### src/hdl/ses_pkg.sv
// Package of offsets, field positions, reset values and states of the standby exit sequencer
package ses_pkg;

    // ************************************************************
    // Register byte offsets
    // ************************************************************
    localparam logic [7:0] OFF_STBY_CTRL = 8'h00;
    localparam logic [7:0] OFF_INT_CTRL  = 8'h04;
    localparam logic [7:0] OFF_WDT_CSR   = 8'h08;
    localparam logic [7:0] OFF_WDT_CNT   = 8'h0c;
    localparam logic [7:0] OFF_CMD       = 8'h10;
    localparam logic [7:0] OFF_STATUS    = 8'h14;
    localparam logic [7:0] OFF_IRQ_STAT  = 8'h18;
    localparam logic [7:0] OFF_IRQ_MASK  = 8'h1c;
    localparam logic [7:0] OFF_PORT_DATA = 8'h20;
    localparam logic [7:0] OFF_PIN_FUNC  = 8'h24;

    // ************************************************************
    // Field positions
    // ************************************************************
    localparam int BIT_STBY_REQ   = 0;
    localparam int BIT_EDGE_POL   = 0;
    localparam int BIT_WDT_OVF    = 7;
    localparam int BIT_WDT_MODE   = 6;
    localparam int BIT_WDT_RUN    = 5;
    localparam int BIT_CMD_SLEEP  = 0;
    localparam int BIT_CMD_MRES   = 1;
    localparam int BIT_IRQ_NMI    = 0;
    localparam int BIT_IRQ_WAKE   = 1;
    localparam int BIT_IRQ_WOVF   = 2;
    localparam int BIT_IRQ_RESET  = 3;
    localparam int IRQ_W          = 4;
    localparam int CKS_W          = 3;
    localparam int CNT_W          = 8;
    localparam int PRE_W          = 15;

    // ************************************************************
    // Values after reset
    // ************************************************************
    localparam logic [CKS_W-1:0] RST_CKS     = 3'h0;
    localparam logic [CNT_W-1:0] RST_CNT     = 8'h00;
    localparam logic [PRE_W-1:0] RST_PRE     = 15'h0000;
    localparam logic [31:0]      RST_WORD    = 32'h0000_0000;
    localparam logic [IRQ_W-1:0] RST_IRQ     = 4'h0;

    typedef enum logic [1:0] {
        ST_RUN     = 2'b00,
        ST_STANDBY = 2'b01,
        ST_SETTLE  = 2'b10
    } ses_state_e;

endpackage

### src/hdl/ses_wdt_if.sv
// Interface between the sequencer and its watchdog counter
interface ses_wdt_if;
    logic [2:0] clkSel;
    logic       count;
    logic       cntWr;
    logic [7:0] cntWrData;
    logic [7:0] cnt;
    logic       ovfPulse;

    modport ctrl (output clkSel, output count, output cntWr, output cntWrData,
                  input cnt, input ovfPulse);
    modport wdt  (input clkSel, input count, input cntWr, input cntWrData,
                  output cnt, output ovfPulse);
endinterface

### src/hdl/ses_wdt.sv
// Watchdog counter with clock-select prescaler, used as the settling timer
module ses_wdt (
    input wire logic clk_sys,
    input wire logic rst_b,
    ses_wdt_if.wdt   w
);

    // ************************************************************
    // Prescaler tap decode
    // ************************************************************
    // Larger select values stretch the overflow period by four per step
    function automatic logic [ses_pkg::PRE_W-1:0] tapMask(input logic [2:0] sel);
        logic [ses_pkg::PRE_W:0] one;
        one = {{ses_pkg::PRE_W{1'b0}}, 1'b1};
        tapMask = ses_pkg::PRE_W'((one << ({1'b0, sel, 1'b0} + 5'd1)) - 1'b1);
    endfunction

    logic [ses_pkg::PRE_W-1:0] pre_r;
    logic [ses_pkg::CNT_W-1:0] cnt_r;
    logic                      ovf_r;
    logic                      tick;

    assign tick       = w.count && ((pre_r & tapMask(w.clkSel)) == tapMask(w.clkSel));
    assign w.cnt      = cnt_r;
    assign w.ovfPulse = ovf_r;

    // ************************************************************
    // Prescaler
    // ************************************************************
    always_ff @(posedge clk_sys or negedge rst_b) begin
        if (!rst_b) begin
            pre_r <= ses_pkg::RST_PRE;
        end else if (w.count) begin
            pre_r <= pre_r + 1'b1;
        end else begin
            pre_r <= ses_pkg::RST_PRE;
        end
    end

    // ************************************************************
    // Counter and overflow
    // ************************************************************
    always_ff @(posedge clk_sys or negedge rst_b) begin
        if (!rst_b) begin
            cnt_r <= ses_pkg::RST_CNT;
            ovf_r <= 1'b0;
        end else begin
            ovf_r <= tick && (cnt_r == 8'hff);
            if (w.cntWr) begin
                cnt_r <= w.cntWrData;
            end else if (tick) begin
                cnt_r <= cnt_r + 1'b1;
            end
        end
    end

endmodule

### src/hdl/ses_sequencer.sv
// Standby exit sequencer: standby entry, wake sources, clock gating and register bus
//
// Operation
// Standby ends on accepted interrupt pin edge, power-on reset or manual reset.
// In standby, the selected interrupt pin edge restarts the oscillator.
// While settling, the clock reaches only the watchdog, not the chip.
// Watchdog overflow means clock stable: feed chip, leave standby, start exception.
// Firmware picks a clock select giving overflow longer than oscillator settling.
// Falling-edge wake: pin high at standby entry, low when clock resumes.
// Rising-edge wake: pin low at standby entry, high when clock resumes.
// Reset pin low gives power-on reset that ends standby at once.
// Edge polarity bit zero selects falling edge, one selects rising edge.
// Sleep command with standby request bit set enters standby.
// Port, pin function and standby control registers keep values across standby.
// Standby entry clears watchdog overflow, mode and run bits; select and count kept.
module ses_sequencer (
    input  wire logic        clk_sys,
    input  wire logic        rst_b,
    input  wire logic        hsel,
    input  wire logic [31:0] haddr,
    input  wire logic [1:0]  htrans,
    input  wire logic        hwrite,
    input  wire logic [2:0]  hsize,
    input  wire logic [31:0] hwdata,
    input  wire logic        hready,
    output logic             hreadyout,
    output logic             hresp,
    output logic [31:0]      hrdata,
    input  wire logic        nmiPin,
    input  wire logic        powerOnResetPin_b,
    input  wire logic        manualResetPin_b,
    output logic             oscEnable,
    output logic             wdtClkEn,
    output logic             chipClkEn,
    output logic             standbyActive,
    output logic             nmiExcStart,
    output logic             irq,
    output logic [31:0]      portOut,
    output logic [31:0]      pinFuncOut
);

    // ************************************************************
    // Pin synchronisers
    // ************************************************************
    logic [1:0] nmiSync_r;
    logic [1:0] porSync_r;
    logic [1:0] mresSync_r;
    logic       nmiPrev_r;
    logic       porReq;
    logic       mresReq;

    always_ff @(posedge clk_sys or negedge rst_b) begin
        if (!rst_b) begin
            nmiSync_r  <= 2'h0;
            porSync_r  <= 2'h3;
            mresSync_r <= 2'h3;
        end else begin
            nmiSync_r  <= {nmiSync_r[0], nmiPin};
            porSync_r  <= {porSync_r[0], powerOnResetPin_b};
            mresSync_r <= {mresSync_r[0], manualResetPin_b};
        end
    end

    // The previous level resets low, so a pin held high through release gives one rising edge
    always_ff @(posedge clk_sys or negedge rst_b) begin
        if (!rst_b) begin
            nmiPrev_r <= 1'b0;
        end else begin
            nmiPrev_r <= nmiSync_r[1];
        end
    end

    assign porReq  = !porSync_r[1];
    assign mresReq = !mresSync_r[1];

    // ************************************************************
    // Bus address phase capture
    // ************************************************************
    logic       wrPend_r;
    logic       rdPend_r;
    logic [7:0] addr_r;
    logic       accept;

    assign accept = hsel && hready && htrans[1];

    always_ff @(posedge clk_sys or negedge rst_b) begin
        if (!rst_b) begin
            wrPend_r <= 1'b0;
            rdPend_r <= 1'b0;
            addr_r   <= 8'h00;
        end else begin
            wrPend_r <= accept && hwrite;
            rdPend_r <= accept && !hwrite;
            if (accept) begin
                addr_r <= {haddr[7:2], 2'b00};
            end
        end
    end

    function automatic logic isWr(input logic pend, input logic [7:0] a,
                                  input logic [7:0] off);
        isWr = pend && (a == off);
    endfunction

    // ************************************************************
    // Registers
    // ************************************************************
    logic                             stbyReq_r;
    logic                             edgePol_r;
    logic                             wdtOvf_r;
    logic                             wdtMode_r;
    logic                             wdtRun_r;
    logic [ses_pkg::CKS_W-1:0]        wdtSel_r;
    logic [ses_pkg::IRQ_W-1:0]        irqStat_r;
    logic [ses_pkg::IRQ_W-1:0]        irqMask_r;
    logic [31:0]                      port_r;
    logic [31:0]                      pinFunc_r;
    logic                             sleepCmd;
    logic                             mresCmd;
    logic                             nmiEdge;
    logic                             enterStby;
    logic                             wakeDone;
    logic [ses_pkg::IRQ_W-1:0]        irqSet;
    ses_pkg::ses_state_e              state_r;
    ses_pkg::ses_state_e              state_nxt;
    ses_wdt_if                        wdtIf ();

    assign sleepCmd = isWr(wrPend_r, addr_r, ses_pkg::OFF_CMD)
                      && hwdata[ses_pkg::BIT_CMD_SLEEP];
    assign mresCmd  = isWr(wrPend_r, addr_r, ses_pkg::OFF_CMD)
                      && hwdata[ses_pkg::BIT_CMD_MRES];

    // Polarity zero accepts high to low, one accepts low to high
    assign nmiEdge = edgePol_r ? (nmiSync_r[1] && !nmiPrev_r)
                               : (!nmiSync_r[1] && nmiPrev_r);

    assign enterStby = (state_r == ses_pkg::ST_RUN) && sleepCmd && stbyReq_r;
    assign wakeDone  = (state_r == ses_pkg::ST_SETTLE) && wdtIf.ovfPulse;

    // Standby control and polarity survive standby; only a power-on reset clears them
    always_ff @(posedge clk_sys or negedge rst_b) begin
        if (!rst_b) begin
            stbyReq_r <= 1'b0;
            edgePol_r <= 1'b0;
        end else if (porReq) begin
            stbyReq_r <= 1'b0;
            edgePol_r <= 1'b0;
        end else begin
            if (isWr(wrPend_r, addr_r, ses_pkg::OFF_STBY_CTRL)) begin
                stbyReq_r <= hwdata[ses_pkg::BIT_STBY_REQ];
            end
            if (isWr(wrPend_r, addr_r, ses_pkg::OFF_INT_CTRL)) begin
                edgePol_r <= hwdata[ses_pkg::BIT_EDGE_POL];
            end
        end
    end

    // Port and pin function contents are not touched by standby entry or exit
    always_ff @(posedge clk_sys or negedge rst_b) begin
        if (!rst_b) begin
            port_r    <= ses_pkg::RST_WORD;
            pinFunc_r <= ses_pkg::RST_WORD;
        end else if (porReq) begin
            port_r    <= ses_pkg::RST_WORD;
            pinFunc_r <= ses_pkg::RST_WORD;
        end else begin
            if (isWr(wrPend_r, addr_r, ses_pkg::OFF_PORT_DATA)) begin
                port_r <= hwdata;
            end
            if (isWr(wrPend_r, addr_r, ses_pkg::OFF_PIN_FUNC)) begin
                pinFunc_r <= hwdata;
            end
        end
    end

    // ************************************************************
    // Watchdog control and status
    // ************************************************************
    always_ff @(posedge clk_sys or negedge rst_b) begin
        if (!rst_b) begin
            wdtOvf_r  <= 1'b0;
            wdtMode_r <= 1'b0;
            wdtRun_r  <= 1'b0;
            wdtSel_r  <= ses_pkg::RST_CKS;
        end else if (porReq) begin
            wdtOvf_r  <= 1'b0;
            wdtMode_r <= 1'b0;
            wdtRun_r  <= 1'b0;
            wdtSel_r  <= ses_pkg::RST_CKS;
        end else if (enterStby) begin
            wdtOvf_r  <= 1'b0;
            wdtMode_r <= 1'b0;
            wdtRun_r  <= 1'b0;
        end else begin
            if (isWr(wrPend_r, addr_r, ses_pkg::OFF_WDT_CSR)) begin
                wdtMode_r <= hwdata[ses_pkg::BIT_WDT_MODE];
                wdtRun_r  <= hwdata[ses_pkg::BIT_WDT_RUN];
                wdtSel_r  <= hwdata[ses_pkg::CKS_W-1:0];
            end
            // Overflow in normal run sets the flag; writing zero clears, set wins
            if (wdtIf.ovfPulse && (state_r == ses_pkg::ST_RUN)) begin
                wdtOvf_r <= 1'b1;
            end else if (isWr(wrPend_r, addr_r, ses_pkg::OFF_WDT_CSR)
                         && !hwdata[ses_pkg::BIT_WDT_OVF]) begin
                wdtOvf_r <= 1'b0;
            end
        end
    end

    // Settling reuses the counter value left in place before standby
    assign wdtIf.clkSel    = wdtSel_r;
    assign wdtIf.count     = (state_r == ses_pkg::ST_SETTLE)
                             || ((state_r == ses_pkg::ST_RUN) && wdtRun_r);
    assign wdtIf.cntWr     = isWr(wrPend_r, addr_r, ses_pkg::OFF_WDT_CNT) && !porReq;
    assign wdtIf.cntWrData = hwdata[ses_pkg::CNT_W-1:0];

    ses_wdt u_wdt (
        .clk_sys (clk_sys),
        .rst_b   (rst_b),
        .w       (wdtIf.wdt)
    );

    // ************************************************************
    // Standby state machine
    // ************************************************************
    always_comb begin
        state_nxt = state_r;
        case (state_r)
            ses_pkg::ST_RUN: begin
                if (enterStby) begin
                    state_nxt = ses_pkg::ST_STANDBY;
                end
            end
            ses_pkg::ST_STANDBY: begin
                // Pin levels around entry are the source's duty; only a true edge wakes
                if (nmiEdge) begin
                    state_nxt = ses_pkg::ST_SETTLE;
                end
            end
            ses_pkg::ST_SETTLE: begin
                if (wdtIf.ovfPulse) begin
                    state_nxt = ses_pkg::ST_RUN;
                end
            end
            default: begin
                state_nxt = ses_pkg::ST_RUN;
            end
        endcase
        if (porReq || mresReq || mresCmd) begin
            state_nxt = ses_pkg::ST_RUN;
        end
    end

    always_ff @(posedge clk_sys or negedge rst_b) begin
        if (!rst_b) begin
            state_r <= ses_pkg::ST_RUN;
        end else begin
            state_r <= state_nxt;
        end
    end

    // Clock gating outputs follow the next state so they change with the state
    always_ff @(posedge clk_sys or negedge rst_b) begin
        if (!rst_b) begin
            oscEnable     <= 1'b1;
            wdtClkEn      <= 1'b1;
            chipClkEn     <= 1'b1;
            standbyActive <= 1'b0;
            nmiExcStart   <= 1'b0;
        end else begin
            oscEnable     <= (state_nxt != ses_pkg::ST_STANDBY);
            wdtClkEn      <= (state_nxt != ses_pkg::ST_STANDBY);
            chipClkEn     <= (state_nxt == ses_pkg::ST_RUN);
            standbyActive <= (state_nxt != ses_pkg::ST_RUN);
            nmiExcStart   <= (wakeDone && !porReq && !mresReq && !mresCmd)
                             || ((state_r == ses_pkg::ST_RUN) && nmiEdge && !porReq && !enterStby);
        end
    end

    // ************************************************************
    // Interrupt status and mask
    // ************************************************************
    always_comb begin
        irqSet = ses_pkg::RST_IRQ;
        irqSet[ses_pkg::BIT_IRQ_NMI]   = (state_r == ses_pkg::ST_RUN) && nmiEdge;
        irqSet[ses_pkg::BIT_IRQ_WAKE]  = wakeDone;
        irqSet[ses_pkg::BIT_IRQ_WOVF]  = wdtIf.ovfPulse && (state_r == ses_pkg::ST_RUN);
        irqSet[ses_pkg::BIT_IRQ_RESET] = (mresReq || mresCmd) && (state_r != ses_pkg::ST_RUN);
    end

    always_ff @(posedge clk_sys or negedge rst_b) begin
        if (!rst_b) begin
            irqStat_r <= ses_pkg::RST_IRQ;
            irqMask_r <= ses_pkg::RST_IRQ;
        end else if (porReq) begin
            irqStat_r <= ses_pkg::RST_IRQ;
            irqMask_r <= ses_pkg::RST_IRQ;
        end else begin
            if (isWr(wrPend_r, addr_r, ses_pkg::OFF_IRQ_STAT)) begin
                irqStat_r <= (irqStat_r & ~hwdata[ses_pkg::IRQ_W-1:0]) | irqSet;
            end else begin
                irqStat_r <= irqStat_r | irqSet;
            end
            if (isWr(wrPend_r, addr_r, ses_pkg::OFF_IRQ_MASK)) begin
                irqMask_r <= hwdata[ses_pkg::IRQ_W-1:0];
            end
        end
    end

    always_ff @(posedge clk_sys or negedge rst_b) begin
        if (!rst_b) begin
            irq <= 1'b0;
        end else begin
            irq <= |(irqStat_r & irqMask_r);
        end
    end

    // ************************************************************
    // Read path
    // ************************************************************
    // One wait state on reads so a write just before is always visible
    logic [31:0] rdVal;

    always_comb begin
        rdVal = ses_pkg::RST_WORD;
        if (addr_r == ses_pkg::OFF_STBY_CTRL) begin
            rdVal[ses_pkg::BIT_STBY_REQ] = stbyReq_r;
        end else if (addr_r == ses_pkg::OFF_INT_CTRL) begin
            rdVal[ses_pkg::BIT_EDGE_POL] = edgePol_r;
        end else if (addr_r == ses_pkg::OFF_WDT_CSR) begin
            rdVal[ses_pkg::BIT_WDT_OVF]   = wdtOvf_r;
            rdVal[ses_pkg::BIT_WDT_MODE]  = wdtMode_r;
            rdVal[ses_pkg::BIT_WDT_RUN]   = wdtRun_r;
            rdVal[ses_pkg::CKS_W-1:0]     = wdtSel_r;
        end else if (addr_r == ses_pkg::OFF_WDT_CNT) begin
            rdVal[ses_pkg::CNT_W-1:0] = wdtIf.cnt;
        end else if (addr_r == ses_pkg::OFF_STATUS) begin
            rdVal[1:0] = state_r;
            rdVal[2]   = nmiSync_r[1];
        end else if (addr_r == ses_pkg::OFF_IRQ_STAT) begin
            rdVal[ses_pkg::IRQ_W-1:0] = irqStat_r;
        end else if (addr_r == ses_pkg::OFF_IRQ_MASK) begin
            rdVal[ses_pkg::IRQ_W-1:0] = irqMask_r;
        end else if (addr_r == ses_pkg::OFF_PORT_DATA) begin
            rdVal = port_r;
        end else if (addr_r == ses_pkg::OFF_PIN_FUNC) begin
            rdVal = pinFunc_r;
        end
    end

    always_ff @(posedge clk_sys or negedge rst_b) begin
        if (!rst_b) begin
            hreadyout <= 1'b1;
            hrdata    <= ses_pkg::RST_WORD;
        end else begin
            hreadyout <= !(accept && !hwrite);
            if (rdPend_r) begin
                hrdata <= rdVal;
            end
        end
    end

    always_ff @(posedge clk_sys or negedge rst_b) begin
        if (!rst_b) begin
            hresp      <= 1'b0;
            portOut    <= ses_pkg::RST_WORD;
            pinFuncOut <= ses_pkg::RST_WORD;
        end else begin
            hresp      <= 1'b0;
            portOut    <= port_r;
            pinFuncOut <= pinFunc_r;
        end
    end

endmodule

### config.mk
export PLATFORM = sky130hd
export DESIGN_NAME = ses_sequencer
export DESIGN_NICKNAME = d
export VERILOG_FILES = /design/src/hdl/ses_pkg.sv /design/src/hdl/ses_wdt_if.sv /design/src/hdl/ses_wdt.sv /design/src/hdl/ses_sequencer.sv
export SDC_FILE = /design/constraint.sdc
export NUM_CORES = 1
export LEC_CHECK = 0
export BUFFER_PORTS_ARGS = -buffer_cell sky130_fd_sc_hd__buf_2
export CORE_MARGIN = 4
export CORE_UTILIZATION = 55
export CTS_BUF_LIST = sky130_fd_sc_hd__clkbuf_2 sky130_fd_sc_hd__clkbuf_4 sky130_fd_sc_hd__clkbuf_8
export DETAILED_ROUTE_END_ITERATION = 12
export PLACE_DENSITY = 0.78
export SYNTH_ARGS = -nofsm -noshare
export SYNTH_HDL_FRONTEND = slang
export SYNTH_SLANG_ARGS = --single-unit
export TNS_END_PERCENT = 20
### constraint.sdc
create_clock -name clk_sys -period 2.9 [get_ports clk_sys]
set_input_delay 0.145 -clock clk_sys [delete_from_list [all_inputs] [get_ports clk_sys]]
set_output_delay 0.145 -clock clk_sys [all_outputs]
set_load 0.05 [all_outputs]
==> Yosys cells after proc, flatten, opt, wreduce, memory -nomap -nowiden <==
Index checks and enable logic that the tools add are counted.
{ "totals": {"rom_bits": 0, "mem_count": 0, "wordCells": 183, "mem_bits_rw": 0, "reg_bits": 223, "latchBits": 0} }
{ "op_classes": {"n_mul": 0, "magnitude_cmp": 0, "n_mux": 64, "shift": 1, "n_eq_ne": 23, "bitwise_logic": 6, "n_reduce_logical": 55, "addsub": 4, "div": 0} }
{ "op_table": {"columns": ["operator", "count"], "rows": [
  ["2-to-1 mux 32 bit", 13],
  ["2-to-1 mux 31 bit", 2],
  ["2-to-1 mux 28 bit", 2],
  ["2-to-1 mux 24 bit", 2],
  ["2-to-1 mux 4 bit", 11],
  ["logical AND 1 bit", 33],
  ["2-to-1 mux 29 bit", 1],
  ["== test 6 x 3 -> 1 bit, second input constant", 4],
  ["2-to-1 mux 8 bit", 3],
  ["2-to-1 mux 3 bit", 6],
  ["2-to-1 mux 1 bit", 17],
  ["adder 15 x 1 -> 15 bit, second input constant", 1],
  ["bitwise AND 15 bit", 1],
  ["== test 15 bit", 1],
  ["2-to-1 mux 15 bit", 1],
  ["<< shifter 1 x 5 -> 15 bit, first input constant", 1],
  ["subtractor 15 x 1 -> 15 bit, second input constant", 1],
  ["inequality test 2 x 1 -> 1 bit, second input constant", 7],
  ["== test 6 x 2 -> 1 bit, second input constant", 2],
  ["== test 6 x 4 -> 1 bit, second input constant", 2],
  ["2-to-1 mux 2 bit", 5],
  ["logical NOT 1 bit", 9],
  ["adder 8 x 1 -> 8 bit, second input constant", 1],
  ["bitwise AND 4 bit", 2],
  ["other kinds (17)", 25]
]} }

==> Logic depth before layout (Yosys ltp) <==
{ "logic_depth": {"ltp_word": 22, "mapped_depth": 11, "ltp_nobuf": 9} }

==> Cells and area by module <==
From an unflattened synthesis, not the netlist that was laid out.
{ "hier_totals": {"cells_unflattened": 846, "area_unflattened_um2": 9346.5} }
{ "modules_own_cells": {"columns": ["module", "cells_each", "area_per_inst_um2", "instances", "seq_area_each_um2"], "rows": [
  ["ses_sequencer", 687, 7893.8, 1, 4988.5],
  ["ses_wdt", 159, 1452.6, 1, 600.6]
]} }

==> Worst setup path after synthesis <==
Ideal clock, no wire load.
{ "synth_path": {"path_type": "reg2reg", "start": "reg wdtSel_r (netlist bit wdtIf.clkSel[1])", "end": "reg u_wdt.cnt_r (netlist bit u_wdt.w.cnt[3])", "path_buffers": 1, "slack_ns": 0.410, "path_stages_with_launch": 10, "setup_ns": 0.069, "required_ns": 2.831, "arrival_ns": 2.421, "synth_period_minus_slack_ns": 2.490, "path_cell_list": "dfrtp_1 -> buf_6 -> or3_4 -> ha_1 -> inv_1 -> o221ai_1 -> nor4_4 -> nand4_4 -> or4_1 -> nand3_1"} }
{ "synth_between": {"elab_chain_len": 7} }
{ "synth_lines": {"columns": ["item", "line_no", "rtl"], "rows": [
  ["start: declaration", "ses_sequencer.sv:113", "logic [ses_pkg::CKS_W-1:0] wdtSel_r;"],
  ["start signal: assignment", "ses_sequencer.sv:184", "wdtSel_r <= ses_pkg::RST_CKS;"],
  ["start signal: assignment", "ses_sequencer.sv:189", "wdtSel_r <= ses_pkg::RST_CKS;"],
  ["start signal: assignment", "ses_sequencer.sv:198", "wdtSel_r <= hwdata[ses_pkg::CKS_W-1:0];"],
  ["adder 4 x 1 -> 5 bit *", "ses_wdt.sv:15", "tapMask = ses_pkg::PRE_W'((one << ({1'b0, sel, 1'b0} + 5'd1)) - 1'b1);"],
  ["<< shifter 1 x 5 -> 15 bit *", "ses_wdt.sv:15", null],
  ["subtractor 15 x 1 -> 15 bit *", "ses_wdt.sv:15", null],
  ["bitwise AND 15 bit", "ses_wdt.sv:23", "assign tick = w.count && ((pre_r & tapMask(w.clkSel)) == tapMask(w.clkSel));"],
  ["== test 15 bit *", "ses_wdt.sv:23", null],
  ["logical AND 1 bit *", "ses_wdt.sv:23", null],
  ["nonzero test 2 bit (no source line) *", null, null],
  ["end signal: assignment", "ses_wdt.sv:45", "cnt_r <= ses_pkg::RST_CNT;"],
  ["end signal: assignment", "ses_wdt.sv:50", "cnt_r <= w.cntWrData;"],
  ["end signal: assignment", "ses_wdt.sv:52", "cnt_r <= cnt_r + 1'b1;"],
  ["end: declaration", "ses_wdt.sv:19", "logic [ses_pkg::CNT_W-1:0] cnt_r;"]
]} }
Mark *: on every way between the ends. The rest lies on a longest branch, timed or not.
A chain may end at the register's enable or synchronous reset.

==> Worst setup path after layout <==
{ "layout_path": {"start": "reg wdtSel_r (netlist bit wdtIf.clkSel[2])", "end": "reg u_wdt.cnt_r (netlist bit u_wdt.w.cnt[3])"} }
Same word-level chain as after synthesis.

==> run metrics <==
endpoint required time on the critical path=3360 ps; slowest CP cell=sky130_fd_sc_hd__or4_1; cell count after placement=1176; initial cell density of the core=56.5%; most used flip-flop cell after synthesis=sky130_fd_sc_hd__dfrtp_1; Max Clk Rate=0.393 GHz; Port-buffer cells=149; category of cells accounting for the largest share of critical-path delay=simple AND/OR/NAND/NOR gates; net count of the finished layout=1122; arrival time worst endpoint=3000 ps; worst setup path category=register to register; largest net degree at the start of global routing=101; Min Clock Period, post-route=2540 ps; Total Wirelength=22300 um; number of global-route vias before repair=7013; quantity of gates resized following cts=0; wire length of the first global-routing pass=35500 um; leakage power figure=0.00534 uW; total power=6590 uW; Final setup viols=0; vias per std cell=5.51; Vias=7085; die area=0.0186 mm^2; maximum net fanout on the critical path=8; Yosys cell types=60; gate count after technology mapping=847; clock-pin slew reported for the worst setup and hold paths after clock tree synthesis=60 ps; startpoint kind of the worst setup timing path=register; number of warnings reported in the yosys synthesis log=0; setup bufs post-CTS=0; Hold Vio Cnt, Final=0; buffering stage count on the worst path with inverters included=1; area added between synthesis and finish=24.3%; GRT Residual Overflow=0; clk sinks=223; result of the run=finished, final reports clean; origin of the worst min-delay path=hready; total DRC errors in the routed layout=0; fraction of synthesis flops using an asynchronous set or reset pin=100%; number of maximum-capacitance constraint violations=0; portion of synthesized cell area occupied by the leading cell type=59.5%; sequential element share of the synthesized area=61.6%; share of post-route cells with drive strength above 1=24.7%; leading cell type in the layout, fill and taps excluded=sky130_fd_sc_hd__dfrtp_1; sum of negative setup slack=0 ps; power per standard cell area=584 mW/mm^2; Relative slew margins=50.4%; highest-count cells in the layout ignoring fill and taps=216 x sky130_fd_sc_hd__dfrtp_1, 177 x sky130_fd_sc_hd__nand2_1, 148 x sky130_fd_sc_hd__buf_2; final worst hold slack=120 ps; count of state elements after synthesis=223; clock buffer count from CTS=37; largest clock skew in the final design=16.7 ps; largest cells by area after synthesis=sky130_fd_sc_hd__dfrtp_1 60%, sky130_fd_sc_hd__nand2_1 7.3%, sky130_fd_sc_hd__a21boi_0 5.9%; first-pass detailed-route iteration total=5; Tcrit/Tclk final=87.7%; class of the tightest hold or removal check=primary input to register; final cell count without fillers=1287; largest stage delay on the critical path=520 ps; diodes inserted=0; initial antenna violation count=0; final slew viol count=0; synthesized area per cell=10.7 um^2; nature of the critical path endpoint=register; number of top-level pins=181; Register-to-Register Setup Slack=360 ps; antenna viol nets, final=0; Critical Path, Cell by Cell=or3_4, ha_1, inv_1, o221ai_1, nor4_4, nand4_4, or4_1, nand3_1; actual slew at the worst max-slew pin=744 ps; die height=136 um; FP Rows=46; number of synthesized flops with an enable pin=0; Synth Net Count=927; wire length per cell=17.3 um; RSZ-0062 raised after global routing=no; Horiz. Die Dim=136 um; Core Region=0.0161 mm^2; smallest setup slack after layout=357 ps; clock latency on the worst-skew pair=530 ps; Synth area leader=sky130_fd_sc_hd__dfrtp_1; R2R Path Start=wdtIf.clkSel[2]; routability cong.=0.872; TritonCTS clock tree=yes; post-place setup slack=358 ps; H-tree depth=2; worst setup path startpoint=wdtIf.clkSel[2]; Overall Global Routing Usage=24.3%; maximum clock path buffer count=3; worst vdd rail ir drop=0.286 mV; Clock Root Buffer=sky130_fd_sc_hd__clkbuf_8; post-synthesis instance area=0.00908 mm^2; DRT iter0 DRCs=547; dpl hpwl=14300 um
## cells in the mapped netlist, types with 3 or more instances
library cell	count
sky130_fd_sc_hd__xnor2_1	5
sky130_fd_sc_hd__nand2_1	177
sky130_fd_sc_hd__xor2_1	9
sky130_fd_sc_hd__buf_2	5
sky130_fd_sc_hd__and3_1	7
sky130_fd_sc_hd__nor3b_1	4
sky130_fd_sc_hd__ha_1	3
sky130_fd_sc_hd__mux2i_1	11
sky130_fd_sc_hd__o311ai_0	3
sky130_fd_sc_hd__and2_1	3
sky130_fd_sc_hd__mux2_2	12
sky130_fd_sc_hd__nor3_1	8
sky130_fd_sc_hd__a221oi_1	3
sky130_fd_sc_hd__nor4_1	3
sky130_fd_sc_hd__nor2b_1	14
sky130_fd_sc_hd__a21oi_1	24
sky130_fd_sc_hd__a21boi_0	71
sky130_fd_sc_hd__buf_1	5
sky130_fd_sc_hd__o211ai_1	6
sky130_fd_sc_hd__dfrtp_1	216
sky130_fd_sc_hd__inv_1	40
sky130_fd_sc_hd__a22oi_1	30
sky130_fd_sc_hd__clkbuf_1	43
sky130_fd_sc_hd__o22ai_1	26
sky130_fd_sc_hd__o21ai_0	14
sky130_fd_sc_hd__nand4_1	4
sky130_fd_sc_hd__nor2_1	33
sky130_fd_sc_hd__nand2b_1	3
sky130_fd_sc_hd__dfstp_2	7
sky130_fd_sc_hd__nand3_1	19
## metrics by stage
stage               cell area (um^2)  util [%]
global placement               10100      62.7
floorplan                       9080         -
CTS                            11300      70.3
global route                   11300      70.3
finish                         11300      70.3
detailed placement             10100      62.7
## path summary, 6_finish.rpt
check	depth (start not counted)	endpoint
hold reg to reg	0	porSync_r[1]
setup reg to reg	8	u_wdt.w.cnt[3]
min in group asynchronous	2	pinFuncOut[3]
hold / removal	3	wrPend_r
setup / recovery	8	u_wdt.w.cnt[3]
max in group asynchronous	3	hreadyout
## layer usage
| layer | GRT usage, % | part of all wire (%) | up-vias |
|---|---|---|---|
| li1 | - | - | 3290 |
| met1 | 32.7 | 42 | 3460 |
| met2 | 39.6 | 48 | 279 |
| met3 | 4.66 | 6.3 | 56 |
| met4 | 8.40 | 2.9 | 0 |
| met5 | 0 | 0 | - |
## cell type report
class                   count  area (um^2)
flip-flops and latches    223         5590
fillers                  1131         4770
multi-input cells         528         3110
repair buffers            212         1370
clock buffers              60          744
well taps                 216          270
inverters                  40          150
clock inverters             8         50.0
## report_power, final
part	internal [uW]	switching, uW
logic	190	312
clock network	1640	1230
registers	3160	54.2
## sequential cells by signal (all words and copies together), names as in the netlist, 2 cells and up
name,flops
hrdata,32
pinFuncOut,32
pinFunc_r,32
portOut,32
port_r,32
u_wdt.pre_r,15
u_wdt.w.cnt,8
addr_r,6
irqMask_r,4
irqStat_r,4
wdtIf.clkSel,3
mresSync_r,2
nmiSync_r,2
porSync_r,2
state_r,2
## tightest hold or removal path, cell delays in order
cell                      delay, ps
sky130_fd_sc_hd__buf_2           90
sky130_fd_sc_hd__nand3_1        290
sky130_fd_sc_hd__nor2_1          80
## timing repair
item / in CTS / in global routing
hold endpoints to repair: 181 / 0
hold buffers: 43 / 0
endpoints found under the setup margin: 0 / 0
## kinds of logic after synthesis
logic type	share of synthesized area [%]
AO/OA/AOI/OAI	15.2
XOR/XNOR	1.35
AND/OR/NAND/NOR	14.6
other	0.0413
buffers and inverters	4.20
adder cells (fa/ha/maj)	0.413
flip-flops	61.6
multiplexers	2.70
Note: power is estimated with default switching activity, not from simulation.
